**src/logic/lpa_pkg.sv**
```systemverilog
// Shared constants and types for the address match and pointer link
package lpa_pkg;
   // Register indices
   localparam logic [4:0] REG_MODE_ONE = 5'h00;
   localparam logic [4:0] REG_BRT_FIRST = 5'h02;
   localparam logic [4:0] REG_BRT_LAST = 5'h09;
   localparam logic [4:0] REG_GDUTY = 5'h0A;
   localparam logic [4:0] REG_GFREQ = 5'h0B;
   localparam logic [4:0] REG_GRP1 = 5'h0E;
   localparam logic [4:0] REG_GRP2 = 5'h0F;
   localparam logic [4:0] REG_GRP3 = 5'h10;
   localparam logic [4:0] REG_BCAST = 5'h11;
   localparam logic [4:0] REG_CUR_REF = 5'h12;
   localparam logic [4:0] REG_ERR_FLAG = 5'h13;
   localparam int NUM_STORED = 19;
   // Reset values
   localparam logic [7:0] MODE_ONE_RST = 8'h11;
   localparam logic [7:0] GRP1_RST = 8'h92;
   localparam logic [7:0] GRP2_RST = 8'h94;
   localparam logic [7:0] GRP3_RST = 8'h98;
   localparam logic [7:0] BCAST_RST = 8'h90;
   // Address figure defaults
   localparam logic [2:0] HW_PREFIX_DEF = 3'h4;
   localparam logic [6:0] SOFT_RESET_ADDR_DEF = 7'h6B;
   // Field positions
   localparam int CTRL_PTR_MSB = 4;
   localparam int CTRL_MODE_LSB = 5;
   localparam int M1_BCAST_EN = 0;
   localparam int M1_GRP3_EN = 1;
   localparam int M1_GRP2_EN = 2;
   localparam int M1_GRP1_EN = 3;
   localparam int M1_KEEP_MSB = 4;
   // Increment modes
   localparam logic [2:0] INC_ALL = 3'h4;
   localparam logic [2:0] INC_BRT = 3'h5;
   localparam logic [2:0] INC_GCTL = 3'h6;
   localparam logic [2:0] INC_BOTH = 3'h7;
   typedef enum logic [2:0] {
      LPA_OP_START, LPA_OP_STOP, LPA_OP_ADDR, LPA_OP_WRITE, LPA_OP_READ
   } lpa_op_t;
   typedef enum logic [2:0] {
      D_IDLE, D_ADDR, D_CTRL, D_WDATA, D_RDATA, D_SKIP
   } lpa_dst_t;
   typedef enum logic [0:0] {H_IDLE, H_WAIT} lpa_hst_t;
   typedef enum logic [2:0] {
      P_FREE, P_ADDR_DUE, P_CTRL_DUE, P_FIRST_DATA, P_DATA, P_READ, P_DEAD
   } lpa_phase_t;
endpackage

```
**src/logic/lpa_link_if.sv**
```systemverilog
// Byte level link between bus master end and target end
`timescale 1ns/1ps
interface lpa_link_if (
   input wire logic clk,
   input wire logic reset
);
   import lpa_pkg::*;
   logic op_vld;
   lpa_op_t op;
   logic [7:0] op_byte;
   logic ans_vld;
   logic ans_ack;
   logic [7:0] ans_byte;
   modport host (output op_vld, op, op_byte, input ans_vld, ans_ack, ans_byte);
   modport dev (input op_vld, op, op_byte, output ans_vld, ans_ack, ans_byte);
endinterface

```
**src/logic/lpa_target.sv**
```systemverilog
// Target end: address match, command pointer and register file
`timescale 1ns/1ps
// Behaviour
// - Master sends address right after start
// - Address byte bit zero: one reads
// - Broadcast address 90h enabled from reset
// - Master never uses 90h as regular
// - Subgroups 92h 94h 98h, disabled at reset
// - Soft reset call acknowledged only writing
// - Soft reset address never programmed anywhere; the master checks this only on the first data byte
// - First write byte stored as command pointer
// - Pointer bits 4:0, mode bits 7:5
// - Top mode bit steps pointer every byte
// - Mode 000 keeps pointer fixed
// - Mode 100 wraps 11h to 00h
// - Mode 101 wraps 09h to 02h
// - Mode 110 wraps 0Bh to 0Ah
// - Mode 111 wraps 0Bh to 02h
// - Master never writes modes 001-011
// - Sequences skip current reference, error flags
// - Increment touches pointer bits only
// - First access uses written pointer
// - Register map 00h to 13h
// - Mode one bits 3:0 enable addresses
// - Mode one bits 7:5 mirror mode
module lpa_target #(
   parameter logic [2:0] HW_PREFIX = lpa_pkg::HW_PREFIX_DEF,
   parameter logic [6:0] SOFT_RESET_ADDR = lpa_pkg::SOFT_RESET_ADDR_DEF
) (
   // Clock and reset
   input wire logic clk,
   input wire logic reset,
   // Link
   lpa_link_if.dev lk,
   // Device side
   input wire logic [3:0] hw_addr,
   input wire logic [7:0] error_flag_reg,
   output logic [lpa_pkg::NUM_STORED*8-1:0] reg_image,
   output logic [2:0] incr_mode_field,
   output logic soft_reset_call
);
   import lpa_pkg::*;

   typedef struct packed {
      lpa_dst_t st;
      logic [7:0] command_pointer;
      logic [NUM_STORED-1:0][7:0] regs;
      logic ans_vld;
      logic ans_ack;
      logic [7:0] ans_byte;
      logic soft_rst;
   } lpa_dev_s_t;

   lpa_dev_s_t s_r;
   lpa_dev_s_t s_nxt;

   // Pointer step with per mode wrap
   function automatic logic [4:0] lpa_next_ptr(input logic [4:0] p,
                                               input logic [2:0] m);
      logic [4:0] f;
      logic [4:0] l;
      f = REG_MODE_ONE;
      l = REG_BCAST;
      unique case (m)
         INC_ALL: begin
            f = REG_MODE_ONE;
            l = REG_BCAST;
         end
         INC_BRT: begin
            f = REG_BRT_FIRST;
            l = REG_BRT_LAST;
         end
         INC_GCTL: begin
            f = REG_GDUTY;
            l = REG_GFREQ;
         end
         INC_BOTH: begin
            f = REG_BRT_FIRST;
            l = REG_GFREQ;
         end
         default: ;
      endcase
      if (!m[2]) begin
         lpa_next_ptr = p;
      end else if (p == l) begin
         lpa_next_ptr = f;
      end else if (p >= REG_BCAST) begin
         // Outside the window the pointer runs on to 11h; from 11h or above it goes to 00h
         lpa_next_ptr = REG_MODE_ONE;
      end else begin
         lpa_next_ptr = 5'(p + 5'h01);
      end
   endfunction

   // Register read with live mode mirror
   function automatic logic [7:0] lpa_read(input lpa_dev_s_t s,
                                           input logic [4:0] p,
                                           input logic [7:0] ef);
      if (p == REG_MODE_ONE) begin
         lpa_read = {s.command_pointer[7:CTRL_MODE_LSB],
                     s.regs[REG_MODE_ONE][M1_KEEP_MSB:0]};
      end else if (p == REG_ERR_FLAG) begin
         // Error flags are read live from the device side
         lpa_read = ef;
      end else if (p < REG_ERR_FLAG) begin
         lpa_read = s.regs[p];
      end else begin
         lpa_read = 8'h00;
      end
   endfunction

   // Decoded fields of the incoming byte and the pointer
   logic [6:0] a7;
   logic rw;
   logic hit;
   logic [4:0] ptr;
   logic [2:0] mode;
   logic [7:0] m1;

   always_comb begin
      a7 = lk.op_byte[7:1];
      rw = lk.op_byte[0];
      ptr = s_r.command_pointer[CTRL_PTR_MSB:0];
      mode = s_r.command_pointer[7:CTRL_MODE_LSB];
      m1 = s_r.regs[REG_MODE_ONE];
      // Pin address, then broadcast and subgroups, each when enabled, on bits 7:1
      hit = (a7 == {HW_PREFIX, hw_addr})
         | (m1[M1_BCAST_EN] && a7 == s_r.regs[REG_BCAST][7:1])
         | (m1[M1_GRP1_EN] && a7 == s_r.regs[REG_GRP1][7:1])
         | (m1[M1_GRP2_EN] && a7 == s_r.regs[REG_GRP2][7:1])
         | (m1[M1_GRP3_EN] && a7 == s_r.regs[REG_GRP3][7:1]);
      s_nxt = s_r;
      s_nxt.ans_vld = 1'b0;
      s_nxt.soft_rst = 1'b0;
      if (lk.op_vld) begin
         s_nxt.ans_vld = 1'b1;
         s_nxt.ans_ack = 1'b0;
         s_nxt.ans_byte = 8'h00;
         unique case (lk.op)
            LPA_OP_START: s_nxt.st = D_ADDR;
            LPA_OP_STOP: s_nxt.st = D_IDLE;
            LPA_OP_ADDR: begin
               if (s_r.st == D_ADDR) begin
                  s_nxt.st = D_SKIP;
                  if (a7 == SOFT_RESET_ADDR) begin
                     s_nxt.ans_ack = !rw;
                     s_nxt.soft_rst = !rw;
                  end else if (hit) begin
                     s_nxt.ans_ack = 1'b1;
                     s_nxt.st = rw ? D_RDATA : D_CTRL;
                  end
               end
            end
            LPA_OP_WRITE: begin
               if (s_r.st == D_CTRL) begin
                  s_nxt.command_pointer = lk.op_byte;
                  s_nxt.ans_ack = 1'b1;
                  s_nxt.st = D_WDATA;
               end else if (s_r.st == D_WDATA) begin
                  s_nxt.ans_ack = 1'b1;
                  if (ptr == REG_MODE_ONE) begin
                     // Mode bits 7:5 of this register only mirror
                     s_nxt.regs[REG_MODE_ONE] =
                        {3'h0, lk.op_byte[M1_KEEP_MSB:0]};
                  end else if (ptr < REG_ERR_FLAG) begin
                     s_nxt.regs[ptr] = lk.op_byte;
                  end
                  s_nxt.command_pointer[CTRL_PTR_MSB:0] =
                     lpa_next_ptr(ptr, mode);
               end
            end
            LPA_OP_READ: begin
               if (s_r.st == D_RDATA) begin
                  s_nxt.ans_ack = 1'b1;
                  s_nxt.ans_byte = lpa_read(s_r, ptr, error_flag_reg);
                  s_nxt.command_pointer[CTRL_PTR_MSB:0] =
                     lpa_next_ptr(ptr, mode);
               end
            end
            default: ;
         endcase
      end
   end

   // State flops; reset loads the power-up register values
   always_ff @(posedge clk) begin
      if (reset) begin
         s_r <= '0;
         s_r.st <= D_IDLE;
         s_r.regs[REG_MODE_ONE] <= MODE_ONE_RST;
         s_r.regs[REG_GRP1] <= GRP1_RST;
         s_r.regs[REG_GRP2] <= GRP2_RST;
         s_r.regs[REG_GRP3] <= GRP3_RST;
         s_r.regs[REG_BCAST] <= BCAST_RST;
      end else begin
         s_r <= s_nxt;
      end
   end

   // Outputs come straight from the state flops
   assign lk.ans_vld = s_r.ans_vld;
   assign lk.ans_ack = s_r.ans_ack;
   assign lk.ans_byte = s_r.ans_byte;
   assign reg_image = s_r.regs;
   assign incr_mode_field = s_r.command_pointer[7:CTRL_MODE_LSB];
   assign soft_reset_call = s_r.soft_rst;
endmodule

```
**src/flat_wrapper.sv**
```systemverilog
// flat-port wrapper written by rule: the top's interface ports become plain ports
module lpa_target_flat import lpa_pkg::*;
#(
   parameter logic [2:0] HW_PREFIX = lpa_pkg::HW_PREFIX_DEF,
   parameter logic [6:0] SOFT_RESET_ADDR = lpa_pkg::SOFT_RESET_ADDR_DEF
)
  (clk, reset, hw_addr, error_flag_reg, reg_image, incr_mode_field, soft_reset_call, lk_op_vld, lk_op, lk_op_byte, lk_ans_vld, lk_ans_ack, lk_ans_byte);
  lpa_link_if lk_i (.clk(clk), .reset(reset));
  input wire logic clk;
  input wire logic reset;
  input wire logic [3:0] hw_addr;
  input wire logic [7:0] error_flag_reg;
  output logic [lpa_pkg::NUM_STORED*8-1:0] reg_image;
  output logic [2:0] incr_mode_field;
  output logic soft_reset_call;
  input wire logic [$bits(lk_i.op_vld)-1:0] lk_op_vld;
  input wire logic [$bits(lk_i.op)-1:0] lk_op;
  input wire logic [$bits(lk_i.op_byte)-1:0] lk_op_byte;
  output wire logic [$bits(lk_i.ans_vld)-1:0] lk_ans_vld;
  output wire logic [$bits(lk_i.ans_ack)-1:0] lk_ans_ack;
  output wire logic [$bits(lk_i.ans_byte)-1:0] lk_ans_byte;
  assign lk_i.op_vld = lk_op_vld;
  assign lk_i.op = lk_op;
  assign lk_i.op_byte = lk_op_byte;
  assign lk_ans_vld = lk_i.ans_vld;
  assign lk_ans_ack = lk_i.ans_ack;
  assign lk_ans_byte = lk_i.ans_byte;
  lpa_target #(.HW_PREFIX(HW_PREFIX), .SOFT_RESET_ADDR(SOFT_RESET_ADDR)) u_core (.clk(clk), .reset(reset), .lk(lk_i), .hw_addr(hw_addr), .error_flag_reg(error_flag_reg), .reg_image(reg_image), .incr_mode_field(incr_mode_field), .soft_reset_call(soft_reset_call));
endmodule
```
**config.mk**
```make
export PLATFORM = sky130hd
export DESIGN_NAME = lpa_target_flat
export DESIGN_NICKNAME = d
export VERILOG_FILES = /design/src/logic/lpa_pkg.sv /design/src/logic/lpa_link_if.sv /design/src/logic/lpa_target.sv /design/src/flat_wrapper.sv
export SDC_FILE = /design/constraint.sdc
export NUM_CORES = 1
export LEC_CHECK = 0
export ABC_AREA = 1
export BUFFER_PORTS_ARGS = -buffer_cell sky130_fd_sc_hd__buf_2
export CORE_MARGIN = 4
export CORE_UTILIZATION = 54
export CTS_CLUSTER_SIZE = 12
export DETAILED_ROUTE_END_ITERATION = 10
export HOLD_SLACK_MARGIN = 0.05
export PLACE_DENSITY = 0.76
export SLEW_MARGIN = 20
export SYNTH_ARGS = -nofsm -noshare
export SYNTH_HDL_FRONTEND = slang
export SYNTH_SLANG_ARGS = --single-unit
```
**constraint.sdc**
```tcl
create_clock -name clk -period 2.8 [get_ports clk]
set_clock_uncertainty 0.05 [all_clocks]
set_input_delay 0.14 -clock clk [delete_from_list [all_inputs] [get_ports clk]]
set_output_delay 0.14 -clock clk [all_outputs]
set_load 0.02 [all_outputs]
```
* Word-level counts from Yosys, hierarchy flattened *
Cells that the tools add are included.

word-level totals
  bits in latches = 0
  memories kept = 0
  ROM bits = 0
  flip-flop bits (word level) = 174
  logic and storage cells = 133
  memory bits (writable) = 0
  output and inout port bits = 166

cells by class
  bitwise gates (word level) = 10
  equal/unequal tests = 26
  div/mod/pow operators = 0
  $add $sub $neg = 1
  multipliers = 0
  reduce and logical (&&, ||, !) cells = 19
  multiplexer cells = 47
  shift operators = 0
  $lt $le $gt $ge = 4

operators with widths
  kind                                                 number
  two-way mux 157 bit                                  1
  bitwise mux 152 bit                                  1
  two-way mux 152 bit                                  1
  two-way mux 144 bit                                  1
  two-way mux 5 bit                                    14
  two-way mux 8 bit                                    7
  binary-select mux 8 bit (select 5 bit)               1
  demux 8 bit (select 5 bit)                           1
  == test 7 bit                                        5
  case mux 5 bit (2 select lines)                      2
  == test 3 bit (second input constant)                5
  == test 3 x 2 -> 1 bit (second input constant)       4
  two-way mux 3 bit                                    4
  case mux 3 bit (4 select lines)                      1
  AND reduction 6 bit                                  2
  two-way mux 11 bit                                   1
  == test 5 bit                                        2
  two-way mux 9 bit                                    1
  two-way mux 1 bit                                    8
  != test 2 x 1 -> 1 bit (second input constant)       4
  case mux 4 bit (2 select lines)                      1
  == test 7 bit (second input constant)                1
  == test 3 x 1 -> 1 bit (second input constant)       2
  < comparator 5 x 6 -> 1 bit (second input constant)  1
  other kinds (21)                                     36

* Depth between registers and ports, before layout *
Gate-level depths: netlist of run 1.

  depth in word-level cells = 13
  depth in mapped cells = 15
  mapped depth without buffers = 14

* Least setup slack after synthesis of run 1 *
Ideal clock, no wire load.

  path kind = reg2reg
  start point = reg u_core.s_r, in the netlist u_core.ptr[0]
  end point = reg u_core.s_r, in the netlist u_core.m1[4]
  path buffers = 3
  arrival = 2.400 ns
  library setup time = 0.123 ns
  period minus slack after synthesis = 2.573 ns
  path slack = 0.227 ns
  stages on the path, launching flop included = 11
  cell sequence = dfxtp_1 -> inv_1 -> clkbuf_1 -> clkbuf_1 -> ha_1 -> nand2_1 -> buf_2 -> nor3_1 -> inv_1 -> a21oi_1 -> o21ai_0

between the ends
  longest elaborated chain between the ends = 7
  elaborated cells on any way between the ends = 12

ends and longest elaborated chain
  what                                                                                                             RTL line           RTL
  start, declared                                                                                                  lpa_target.sv:54   lpa_dev_s_t s_r;
  start signal, assigned                                                                                           lpa_target.sv:196  s_r <= s_nxt;
  < comparator 5 x 6 -> 1 bit (implied by the code) or greater-or-equal comparator 5 x 1 -> 1 bit (tied branches)  lpa_target.sv:166  s_nxt.regs[ptr] = lk.op_byte;
  logical AND 1 bit (implied by the code)                                                                          lpa_target.sv:166
  two-way mux 8 bit (implied by the code)                                                                          lpa_target.sv:166
  demux 8 bit (select 5 bit)                                                                                       n/a
  bitwise mux 152 bit                                                                                              lpa_target.sv:166
  two-way mux 152 bit                                                                                              lpa_target.sv:165  end else if (ptr < REG_ERR_FLAG) begin
  two-way mux 8 bit                                                                                                lpa_target.sv:161  if (ptr == REG_MODE_ONE) begin

Parallel ways exist; a longest one is shown, timed or not. The select of a mux whose other input is x is not followed.
A chain may end at the register's enable or synchronous reset.

==> results of run 1 <==
logic make-up (layout without fill, tap and decap cells):
logic type | Yosys count | in the layout | share of synthesized area
buf+inv | 456 | 474 | 0.2404
compound gates | 437 | 437 | 0.2319
simple gates | 399 | 399 | 0.1726
flops | 174 | 174 | 0.3441
xor+xnor | 7 | 7 | 0.006057
fa+ha+maj | 4 | 4 | 0.004945
per-layer routing:
| metal | track usage | wire length (µm) |
|---|---|---|
| met1 | 0.3937 | 13070 |
| met2 | 0.4563 | 13890 |
| met4 | 0.08409 | 859 |
| met5 | 0 | 0 |
| met3 | 0.05550 | 3448 |
stage by stage:
step / utilization / total power [µW] / hold WS, ns / cells
floorplan: - / 2869 / 0.1591 / 1477
CTS: 0.5857 / 5436 / 0.06080 / 1722
detailed placement: 0.5477 / 3043 / 0.3566 / 1681
global route: 0.5892 / 5602 / 0.08346 / 1724
finish: 0.5892 / 5444 / 0.07639 / 1724
global placement: 0.5477 / 3036 / 0.3561 / 1681
cells in the mapped netlist:
cell and instances:
nor2_1 57, xnor2_1 1, or2_2 1, ha_1 4, o221ai_1 21, a21oi_1 193
inv_1 203, nor3_4 1, o2111ai_1 4, nor3_1 7, o211ai_1 15, and3_1 1
o41ai_1 1, nand4_1 1, o22ai_1 4, buf_4 164, nor2_2 3, xor2_1 6
clkinv_1 3, buf_1 4, a41oi_1 2, a22oi_1 4, nand3_1 55, clkbuf_1 56
inv_2 3, buf_6 10, o21ai_0 191, nand3_2 1, a31oi_1 2, dfxtp_1 174
nand2_1 262, nand3_4 10, buf_12 1, buf_2 12
cell usage in the layout, fill, tap and decap left out, drive strengths merged:
master         n
nand2        262
buf          224
inv          210
a21oi        193
o21ai        191
dfxtp        174
nand3         66
nor2          60
o221ai        21
clkbuf        18
o211ai        15
dlygate4sd3    9
clkinv         9
nor3           8
xor2           6
a22oi          4
o22ai          4
o2111ai        4
ha             4
a31oi          2
a41oi          2
bufinv         2
clkinvlp       2
o41ai          1
or2            1
and3           1
xnor2          1
nand4          1
final timing paths:
path | start | end | slack [ns]
max reg2reg | u_core.ptr[2] | flop | 0.39
min | lk_op_byte[3] | u_core.m1[3] | 0.08
max | u_core.ptr[2] | flop | 0.39
min reg2reg | flop | flop | 0.41
power groups by stage:
stage / sequential [µW] / combinational, µW / clock [µW]
global route: 2480 / 575 / 2540
floorplan: 2540 / 328 / 0
finish: 2490 / 528 / 2430
global placement: 2540 / 495 / 0
detailed placement: 2540 / 501 / 0
CTS: 2490 / 512 / 2440
area by class of cell:
| class | count | area [µm²] |
|---|---|---|
| fill | 1718 | 7481 |
| multi-input combinational | 847 | 4245 |
| sequential | 174 | 3483 |
| timing repair buffer | 233 | 1331 |
| inverter | 209 | 784.5 |
| clock buffer | 18 | 439.2 |
| tap | 229 | 286.5 |
| clock inverter | 14 | 157.7 |
timing repair:
item | 4_1_cts | 5_1_grt
endpoints found under the hold margin | 17 | 0
gates resized for setup | 1 | 7
hold buffers | 9 | 0
buffers inserted | 0 | 2
endpoints found under the setup margin | 1 | 76
pin swaps | 0 | 1
gates cloned | 0 | 0
worst register-to-register path, delay by kind of cell, from the launching register on:
kind | cells | cell delay (ns)
compound gates | 2 | 0.37
flops | 1 | 0.50
simple gates | 4 | 0.64
buf+inv | 5 | 0.74
==> metrics.md, run 1 <==
| Metric | Value |
|---|---|
| Post-Syn Area | 0.01012 mm² |
| Gpl congestion | 0.9416 |
| Hold path depth | 3 |
| DRT iter0 DRCs | 1070 |
| Share of the synthesized area in the top cell type | 0.3441 |
| Reg clk slew, reported paths | 0.07 ns |
| Nets | 1512 |
| Synthesized area per cell | 6.853 µm² |
| Clock power frac | 0.446 |
| Ys Warns | 0 |
| Die span in y | 144.9 µm |
| PD cells | 507.5 mW/mm² |
| Design Area, Final | 0.01073 mm² |
| Tmin final | 2.409 ns |
| Global-route wire length before repair | 48300 µm |
| Fin crit share | 0.8603 |
| Worst reg2reg path depth | 11 |
| Clk buf depth | 2 |
| Combinational fraction of design power | 0.097 |
| Flop pwr share | 0.456 |
| Final worst slack | 0.3913 ns |
| Critical Path Sink Type | flop |
| Area leader, netlist | dfxtp_1 |
| Worst EP arrival | 2.67 ns |
| Worst-path cell chain | inv_2 > nand2_1 > inv_2 > nand2_1 > inv_2 > nor3_4 > buf_12 > buf_4 > nand3_4 > o21ai_0 > a21oi_1 |
| Drt total wl | 31270 µm |
| Seq/Total Area, Yosys | 0.3441 |
| Gr usage total | 0.2850 |
| DP Worst Slack | 0.03467 ns |
| Critical path depth | 11 |
| Distinct cells, synth | 34 |
| Post-synthesis net count | 1507 |
| Setup Viol. Count Final | 0 |
| Core Region | 0.01821 mm² |
| CP top delay family | buffers and inverters |
| VDD IR max | 0.4499 mV |
| Final Hold Vio Count | 0 |
| Ant diodes | 0 |
| Worst slew pin tran | 0.7008 ns |
| Layout cell share with drive strength beyond 1 | 0.1900 |
| Max-Cap Viols | 0 |
| Initial Util | 0.5559 |
| HPWL after DPL | 22160 µm |
| Vias | 9688 |
| DRC violations left | 0 |
| CTS tree | done |
| WP data required | 3.06 ns |
| Min-Delay Path Class | in -> reg |
| Crit path top cell by count | inv_2 |
| TritonRoute pass-1 iters | 6 |
| Root buffer cell | clkbuf_16 |
| Status | complete, no violations |
| RSZ-0062 raised after global routing | false |
| Worst-skew pair later-pin latency | 0.44 ns |
| Initial antenna violation count | 0 |
| Die width | 144.9 µm |
| Vias per inst | 5.619 |
| I/O Pins | 192 |
| Synthesized flop and latch total | 174 |
| Grt total ovfl | 0 |
| Slew Limit Fails | 0 |
| Port bufs | 191 |
| Num rows | 49 |
| Pleak | 0.004822 µW |
| TNS Setup | 0 ns |
| DP Area | 0.009973 mm² |
| Sw Share | 0.2678 |
| P_sw | 1458 µW |
| Bufs and invs on worst path | 5 |
| Number of global-route vias before repair | 8808 |
| Setup CP Type | reg -> reg |
| Worst-path fanout max | 16 |
| CP peak stage delay | 0.50 ns |
| H-tree Lvls | 4 |
| Largest net degree at the start of global routing | 66 |
| Slowest-stage cell, CP | dfxtp_1 |
| Mapped Cells | 1477 |
| CTS Buf Count | 17 |
| ANT nets after route | 0 |
| Die footprint | 0.02100 mm² |
| Max Fclk | 415.2 MHz |
| CP Launch Type | flop |
| Slew Limit Headroom | 0.5321 |
| Top cells by area, synth | dfxtp_1 (34%), buf_4 (12%), nand2_1 (9.7%) |
| Syn-to-layout area delta | 5.983% |
| WL/cell | 18.14 µm |
| Int Power | 3987 µW |
| Clock sink count | 174 |
Note: power is estimated with default switching activity, not from simulation.
==> inputs of run 2 (changes only) <==
--- a/config.mk
+++ b/config.mk
@@ -5,7 +5,6 @@
 export SDC_FILE = /design/constraint.sdc
 export NUM_CORES = 1
 export LEC_CHECK = 0
-export ABC_AREA = 1
 export BUFFER_PORTS_ARGS = -buffer_cell sky130_fd_sc_hd__buf_2
 export CORE_MARGIN = 4
 export CORE_UTILIZATION = 54
==> run 2 against run 1 <==
Via count shrank 12%. Routed wire length is 4.5% lower. Die area decreased by 2.9%. Critical path depth decreased by 2. Sequential share of layout area rose by 1.1 points. Clock-buffer cell count is 6 higher. Hold slack got worse by 0.0017 ns.
==> metrics.md, run 2 <==
| Metric | Value |
|---|---|
| Combinational fraction of design power | 0.046 (-0.051) |
| Flop pwr share | 0.489 (+0.033) |
| PD cells | 488.2 mW/mm² (-3.8%) |
| Final Hold Vio Count | 0 (unchanged) |
| Post-Syn Area | 0.009816 mm² (-3.0%) |
| Global-route wire length before repair | 45750 µm (-5.3%) |
| Asr flop ratio synth | 0 (unchanged) |
| Clock power frac | 0.464 (+0.018) |
| Critical Path Sink Type | flop |
| TNS Setup | 0 ns (unchanged) |
| Sw Share | 0.2326 (-0.03515) |
| WP data required | 3.02 ns (-0.04 ns) |
| Gr usage total | 0.2882 (+0.003129) |
| RSZ-0062 raised after global routing | false |
| FILL cells | 1633 (-4.9%) |
| CTS Buf Count | 17 (unchanged) |
| Seq/Total Area, Yosys | 0.3549 (+0.01075) |
| Drt total wl | 29870 µm (-4.5%) |
| Clock sink count | 174 (unchanged) |
| Worst-path fanout max | 50 (+34) |
| Vias | 8486 (-12%) |
| Number of global-route vias before repair | 7966 (-9.6%) |
| Commonest cells in the netlist | dfxtp_1 (174), buf_4 (169), nand2_1 (145) |
| Layout cell share with drive strength beyond 1 | 0.2663 (+0.07636) |
| Top cells by area, synth | dfxtp_1 (35%), buf_4 (13%), mux4_2 (6.9%) |
| Distinct cells, synth | 58 (+71%) |
| DP Worst Slack | 0.1832 ns (+0.1485 ns) |
| Die footprint | 0.02040 mm² (-2.9%) |
| Slew Limit Headroom | 0.3367 (-0.1955) |
| Max-Cap Viols | 0 (unchanged) |
| Top-count cell post-synth | dfxtp_1 |
| CTS tree | done |
| Min-Delay Path Class | in -> reg |
| Gpl congestion | 0.9743 (+3.5%) |
| Port bufs | 191 (unchanged) |
| Setup CP Type | reg -> reg |
| Setup Viol. Count Final | 0 (unchanged) |
| Num rows | 49 (unchanged) |
| Initial antenna violation count | 0 (unchanged) |
| I/O Pins | 192 (unchanged) |
| Final worst slack | 0.1639 ns (-0.2273 ns) |
| Fin crit share | 0.9415 (+0.08119) |
| VDD IR max | 0.4901 mV (+8.9%) |
| Share of the synthesized area in the top cell type | 0.3549 (+0.01075) |
| Tmin final | 2.636 ns (+0.2273 ns) |
| Reg clk slew, reported paths | 0.07 ns (about the same) |
| Area leader, netlist | dfxtp_1 |
| Slew Limit Fails | 0 (unchanged) |
| Die span in y | 142.8 µm (-1.4%) |
| Die width | 142.8 µm (-1.4%) |
| Worst EP arrival | 2.86 ns (+0.19 ns) |
| Design Area, Final | 0.01039 mm² (-3.1%) |
| ANT nets after route | 0 (unchanged) |
| Worst slew pin tran | 0.9950 ns (+0.2942 ns) |
| Clk buf depth | 2 (unchanged) |
| DRC violations left | 0 (unchanged) |
| Post-synth EDFFs | 0 (unchanged) |
| Max Fclk | 379.4 MHz (-8.6%) |
| Final Non-Filler Cells | 1394 (-19%) |
| Hold path startpoint | lk_op_byte[7] |
| Synthesized flop and latch total | 174 (unchanged) |
| Mapped Cells | 1151 (-22%) |
| Post-synthesis net count | 1181 (-22%) |
| P_sw | 1180 µW (-19%) |
| TritonRoute pass-1 iters | 6 (unchanged) |
| Largest net degree at the start of global routing | 94 (+42%) |
| Most common cell after layout, fill and taps aside | buf_2 |
| Most frequent cells in the layout | buf_2 (190), dfxtp_1 (172), nand2_1 (145) |
| Vias per inst | 6.088 (+8.3%) |
| Dpl cells | 1354 (-19%) |
| Initial Util | 0.5483 (-0.007604) |
| Pleak | 0.004319 µW (-10%) |
| Reg2reg start | u_core.ptr[1] |
| Syn-to-layout area delta | 5.863% |
| H-tree Lvls | 4 (unchanged) |
| WL/cell | 21.42 µm (+18%) |
| Ys flop type | dfxtp_1 |
| Core Region | 0.01790 mm² (-1.7%) |
| HPWL after DPL | 21010 µm (-5.2%) |
| Ys Warns | 0 (unchanged) |
| CP Launch Type | flop |
| Worst-skew pair later-pin latency | 0.44 ns (about the same) |
| DRT iter0 DRCs | 976 (-8.8%) |
| Grt total ovfl | 0 (unchanged) |
| Post-CTS Setup Repair Bufs | 0 (unchanged) |
| Nets | 1181 (-22%) |
| Root buffer cell | clkbuf_16 |
| CP startpoint | u_core.ptr[1] |
| DP Area | 0.009733 mm² (-2.4%) |
| Status | complete, no violations |
| Int Power | 3893 µW (-2.3%) |
| Synthesized area per cell | 8.528 µm² (+24%) |
-- run 2: changes by cell type after synthesis, sizes merged, moves of 10 or more --
| cell | change |
|---|---|
| inv | -200 |
| o21ai | -171 |
| nand2 | -116 |
| a21oi | -81 |
| mux2i | +62 |
| nand3 | +44 |
| mux4 | +30 |
| o221ai | -18 |
| xor2 | +13 |
| xnor2 | +12 |
| nor2 | +11 |
| buf | +10 |
-- run 2: power groups by stage --
stage	logic [µW]	clock network (µW)	registers [µW]
after floorplan	141	0	2540
after global placement	221	0	2540
after detailed placement	221	0	2540
after CTS	231	2360	2480
after global routing	248	2470	2480
final	235	2360	2480
-- run 2: final timing paths --
path	end	slack [ns]	depth (start not counted)
worst min register to register	u_core.lk.ans_byte[1]	0.42	2
worst min-delay path	u_core.incr_mode_field[2]	0.07	3
worst max register to register	flop	0.16	9
worst max-delay path	flop	0.16	9
-- run 2: critical path: stages, from the launching register on --
cell     delay [ns]
dfxtp_2        0.35
buf_12         0.30
inv_1          0.13
ha_1           0.23
and2_1         0.31
nor3b_2        0.33
buf_4          0.27
nand2_1        0.25
nand2_1        0.16
a21oi_1        0.08
-- run 2: cell type report --
class	instances	area, µm²	area share
antenna	1	2.502	0.0002408
clock buffer	24	501.7	0.04828
clock inverter	8	80.08	0.007706
inverter	7	26.28	0.002529
multi-input combinational	719	4708	0.4531
sequential	174	3486	0.3355
tap	229	286.5	0.02757
timing repair buffer	232	1300	0.1251
-- run 2: what timing repair did --
action                                 in CTS  in global routing
hold buffers                                7                  0
endpoints found under the hold margin      10                  0
setup endpoints to repair                   0                  4
resized for setup                           0                  1
-- run 2: stage by stage --
stage	util	hold slack [ns]	total power, µW
3_5_place_dp	0.5437	0.3788	2760
6_report	0.5804	0.07470	5073
5_1_grt	0.5803	0.08676	5195
4_1_cts	0.5801	0.06093	5069
3_3_place_gp	0.5437	0.3870	2759
2_1_floorplan	-	0.1914	2678
-- run 2: per-layer routing --
layer	global-route usage	wire length, µm
met1	0.3851	11720
met2	0.4540	14000
met3	0.06296	3054
met4	0.1201	1087
met5	0	0
-- run 2: logic make-up (layout without fill, tap and decap cells) --
family	count (synthesis)	count (layout)	share of synthesized area
AND/OR/NAND/NOR	383	383	0.1801
flip-flops	174	174	0.3549
buffers and inverters	258	271	0.1681
adder cells (fa/ha/maj)	4	4	0.005099
other	0	1	0
XOR/XNOR	32	32	0.02855
AO/OA/AOI/OAI	200	200	0.1220
multiplexers	100	100	0.1412
==> inputs of run 3 (changes only) <==
--- a/config.mk
+++ b/config.mk
@@ -11,7 +11,7 @@
 export CTS_CLUSTER_SIZE = 12
 export DETAILED_ROUTE_END_ITERATION = 10
 export HOLD_SLACK_MARGIN = 0.05
-export PLACE_DENSITY = 0.76
+export PLACE_DENSITY = 0.89
 export SLEW_MARGIN = 20
 export SYNTH_ARGS = -nofsm -noshare
 export SYNTH_HDL_FRONTEND = slang
==> run 3 against run 2 <==
Critical path depth decreased by 3. Via count increased by 3.2%. Setup slack got worse by 0.022 ns. Hold slack improved by 0.032 ns. Routed wire length increased by 3.8%. Core utilization increased by 0.41 points.
==> metrics.md, run 3 (synthesis gave the netlist of run 2 again) <==
| Metric | Value |
|---|---|
| Status | complete, no violations |
| Largest net degree at the start of global routing | 95 (+1.1%) |
| WL/cell | 22.12 µm (+3.3%) |
| Port bufs | 191 (unchanged) |
| Gpl congestion | 1.020 (+4.7%) |
| Initial antenna violation count | 0 (unchanged) |
| Initial Util | 0.5483 (unchanged) |
| FILL cells | 1519 (-7.0%) |
| Reg2reg start | u_core.ptr[1] |
| DRC violations left | 0 (unchanged) |
| TNS Setup | 0 ns (unchanged) |
| Vias | 8757 (+3.2%) |
| Post-CTS resize count | 0 (unchanged) |
| Final hold slack | 0.1070 ns (+0.03227 ns) |
| Worst-skew pair later-pin latency | 0.44 ns (about the same) |
| Hold path startpoint | lk_op[1] |
| CP peak stage delay | 0.55 ns (+0.20 ns) |
| TritonRoute pass-1 iters | 5 (-1) |
| Worst-path fanout max | 10 (-80%) |
| Setup Viol. Count Final | 0 (unchanged) |
| DRT iter0 DRCs | 1158 (+19%) |
| Reg clk slew, reported paths | 0.07 ns (about the same) |
| H-tree Lvls | 4 (unchanged) |
| Most frequent cells in the layout | buf_2 (190), dfxtp_1 (172), nand2_1 (145) |
| Final Hold Vio Count | 0 (unchanged) |
| Pleak | 0.004364 µW (+1.0%) |
| Gr usage total | 0.2952 (+0.007017) |
| Root buffer cell | clkbuf_16 |
| Reg-to-reg slack, setup | 0.14 ns (-0.02 ns) |
| Slew Limit Fails | 0 (unchanged) |
| Die span in y | 142.8 µm (unchanged) |
| Clock sink count | 174 (unchanged) |
| Number of global-route vias before repair | 8251 (+3.6%) |
| Drt total wl | 31000 µm (+3.8%) |
| Min-Delay Path Class | in -> reg |
| Ant diodes | 0 (-1) |
| Syn-to-layout area delta | 6.615% |
| Global-route wire length before repair | 47090 µm (+2.9%) |
| Max Fclk | 376.2 MHz (-0.84%) |
| Setup CP Type | reg -> reg |
| Sequential Area | 0.003486 mm² (unchanged) |
| CP Launch Type | flop |
| PD cells | 497.3 mW/mm² (+1.9%) |
| Hold buffer count at CTS | 10 (+3) |
| VDD IR max | 0.4668 mV (-4.8%) |
| Max-Cap Viols | 0 (unchanged) |
| Hold path depth | 3 (unchanged) |
| Grt total ovfl | 0 (unchanged) |
| Core Region | 0.01790 mm² (unchanged) |
| Die width | 142.8 µm (unchanged) |
| Nets | 1189 (+0.68%) |
| Tmin final | 2.658 ns (+0.02237 ns) |
| ANT nets after route | 0 (unchanged) |
| I/O Pins | 192 (unchanged) |
| Multi-input logic area | 0.004708 mm² (unchanged) |
| Post-CTS Setup Repair Bufs | 0 (unchanged) |
| Layout cell share with drive strength beyond 1 | 0.2688 (+0.002448) |
| Worst slew pin tran | 0.9957 ns (+0.0007282 ns) |
| Design Area, Final | 0.01047 mm² (+0.71%) |
| Slowest-stage cell, CP | a2111o_1 |
| HPWL after DPL | 21560 µm (+2.6%) |
| Worst reg2reg path depth | 6 (-3) |
| Worst EP arrival | 2.89 ns (+0.03 ns) |
| Clk buf depth | 2 (unchanged) |
| DP Area | 0.009758 mm² (+0.26%) |
| Critical Path Sink Type | flop |
| Worst-path cell chain | a211o_1 > a2111o_1 > nor3b_2 > nand3_2 > mux2i_1 > nor2_1 |
| WP data required | 3.03 ns (about the same) |
| Die footprint | 0.02040 mm² (unchanged) |
| Num rows | 49 (unchanged) |
| Vias per inst | 6.251 (+2.7%) |
| RSZ-0062 raised after global routing | false |
| Fin crit share | 0.9494 (+0.007990) |
| Slew Limit Headroom | 0.3362 (-0.0004860) |
| Most common cell after layout, fill and taps aside | buf_2 |
| CTS Buf Count | 17 (unchanged) |
| CTS tree | done |
| Hold endpoint | u_core.s_r[173] |
-- run 3: cell type report --
type | count | area share
multi-input combinational | 719 | 0.4499
inverter | 7 | 0.002511
sequential | 174 | 0.3331
tap | 229 | 0.02738
clock inverter | 12 | 0.01530
clock buffer | 20 | 0.04268
timing repair buffer | 240 | 0.1291
-- run 3: worst max-delay path, delay by kind of cell, from the launching register on --
family / cells / cell delay, ns
and+or+nand+nor: 3 / 0.90
AOI/OAI and AO/OA: 2 / 0.87
DFF: 1 / 0.38
muxes: 1 / 0.30
-- run 3: worst max path at each step --
stage | cells past startpoint | to | slack (ns) | startpoint
after floorplan | 12 | flop | 0.14 | u_core.ptr[0]
after detailed placement | 7 | flop | 0.26 | u_core.ptr[1]
final | 6 | flop | 0.14 | u_core.ptr[1]
after CTS | 8 | u_core.s_r[171] | 0.21 | u_core.s_r[171]
after global routing | 7 | u_core.s_r[171] | 0.009 | u_core.s_r[171]
after global placement | 7 | flop | 0.38 | u_core.ptr[1]
-- run 3: report_power, final --
| part | leakage [µW] | internal (µW) | total [µW] | switching, µW |
|---|---|---|---|---|
| Combinational | 0.00268 | 71.5 | 239 | 167 |
| Sequential | 0.00140 | 2480 | 2480 | 4.43 |
| Clock | 0.000283 | 1430 | 2480 | 1050 |
| Total | 0.00436 | 3980 | 5200 | 1220 |
-- run 3: routing by layer --
layer	GRT usage	routed length, µm	share of wire	up-vias
met5	0	0	0	-
met4	0.1366	1283	0.041	0
met3	0.07569	3621	0.12	102
met2	0.4627	14440	0.47	647
met1	0.3835	11650	0.38	4162
li1	-	-	-	3846
-- run 3: through the flow --
stage | total power (µW) | utilization | cells | worst slack [ns]
6_report | 5204 | 0.5846 | 1401 | 0.1415
5_1_grt | 5317 | 0.5846 | 1401 | 0.009346
4_1_cts | 5195 | 0.5846 | 1401 | 0.2142
3_5_place_dp | 2755 | 0.5451 | 1359 | 0.2579
3_3_place_gp | 2753 | 0.5451 | 1359 | 0.3804
2_1_floorplan | 2678 | - | 1151 | 0.1436
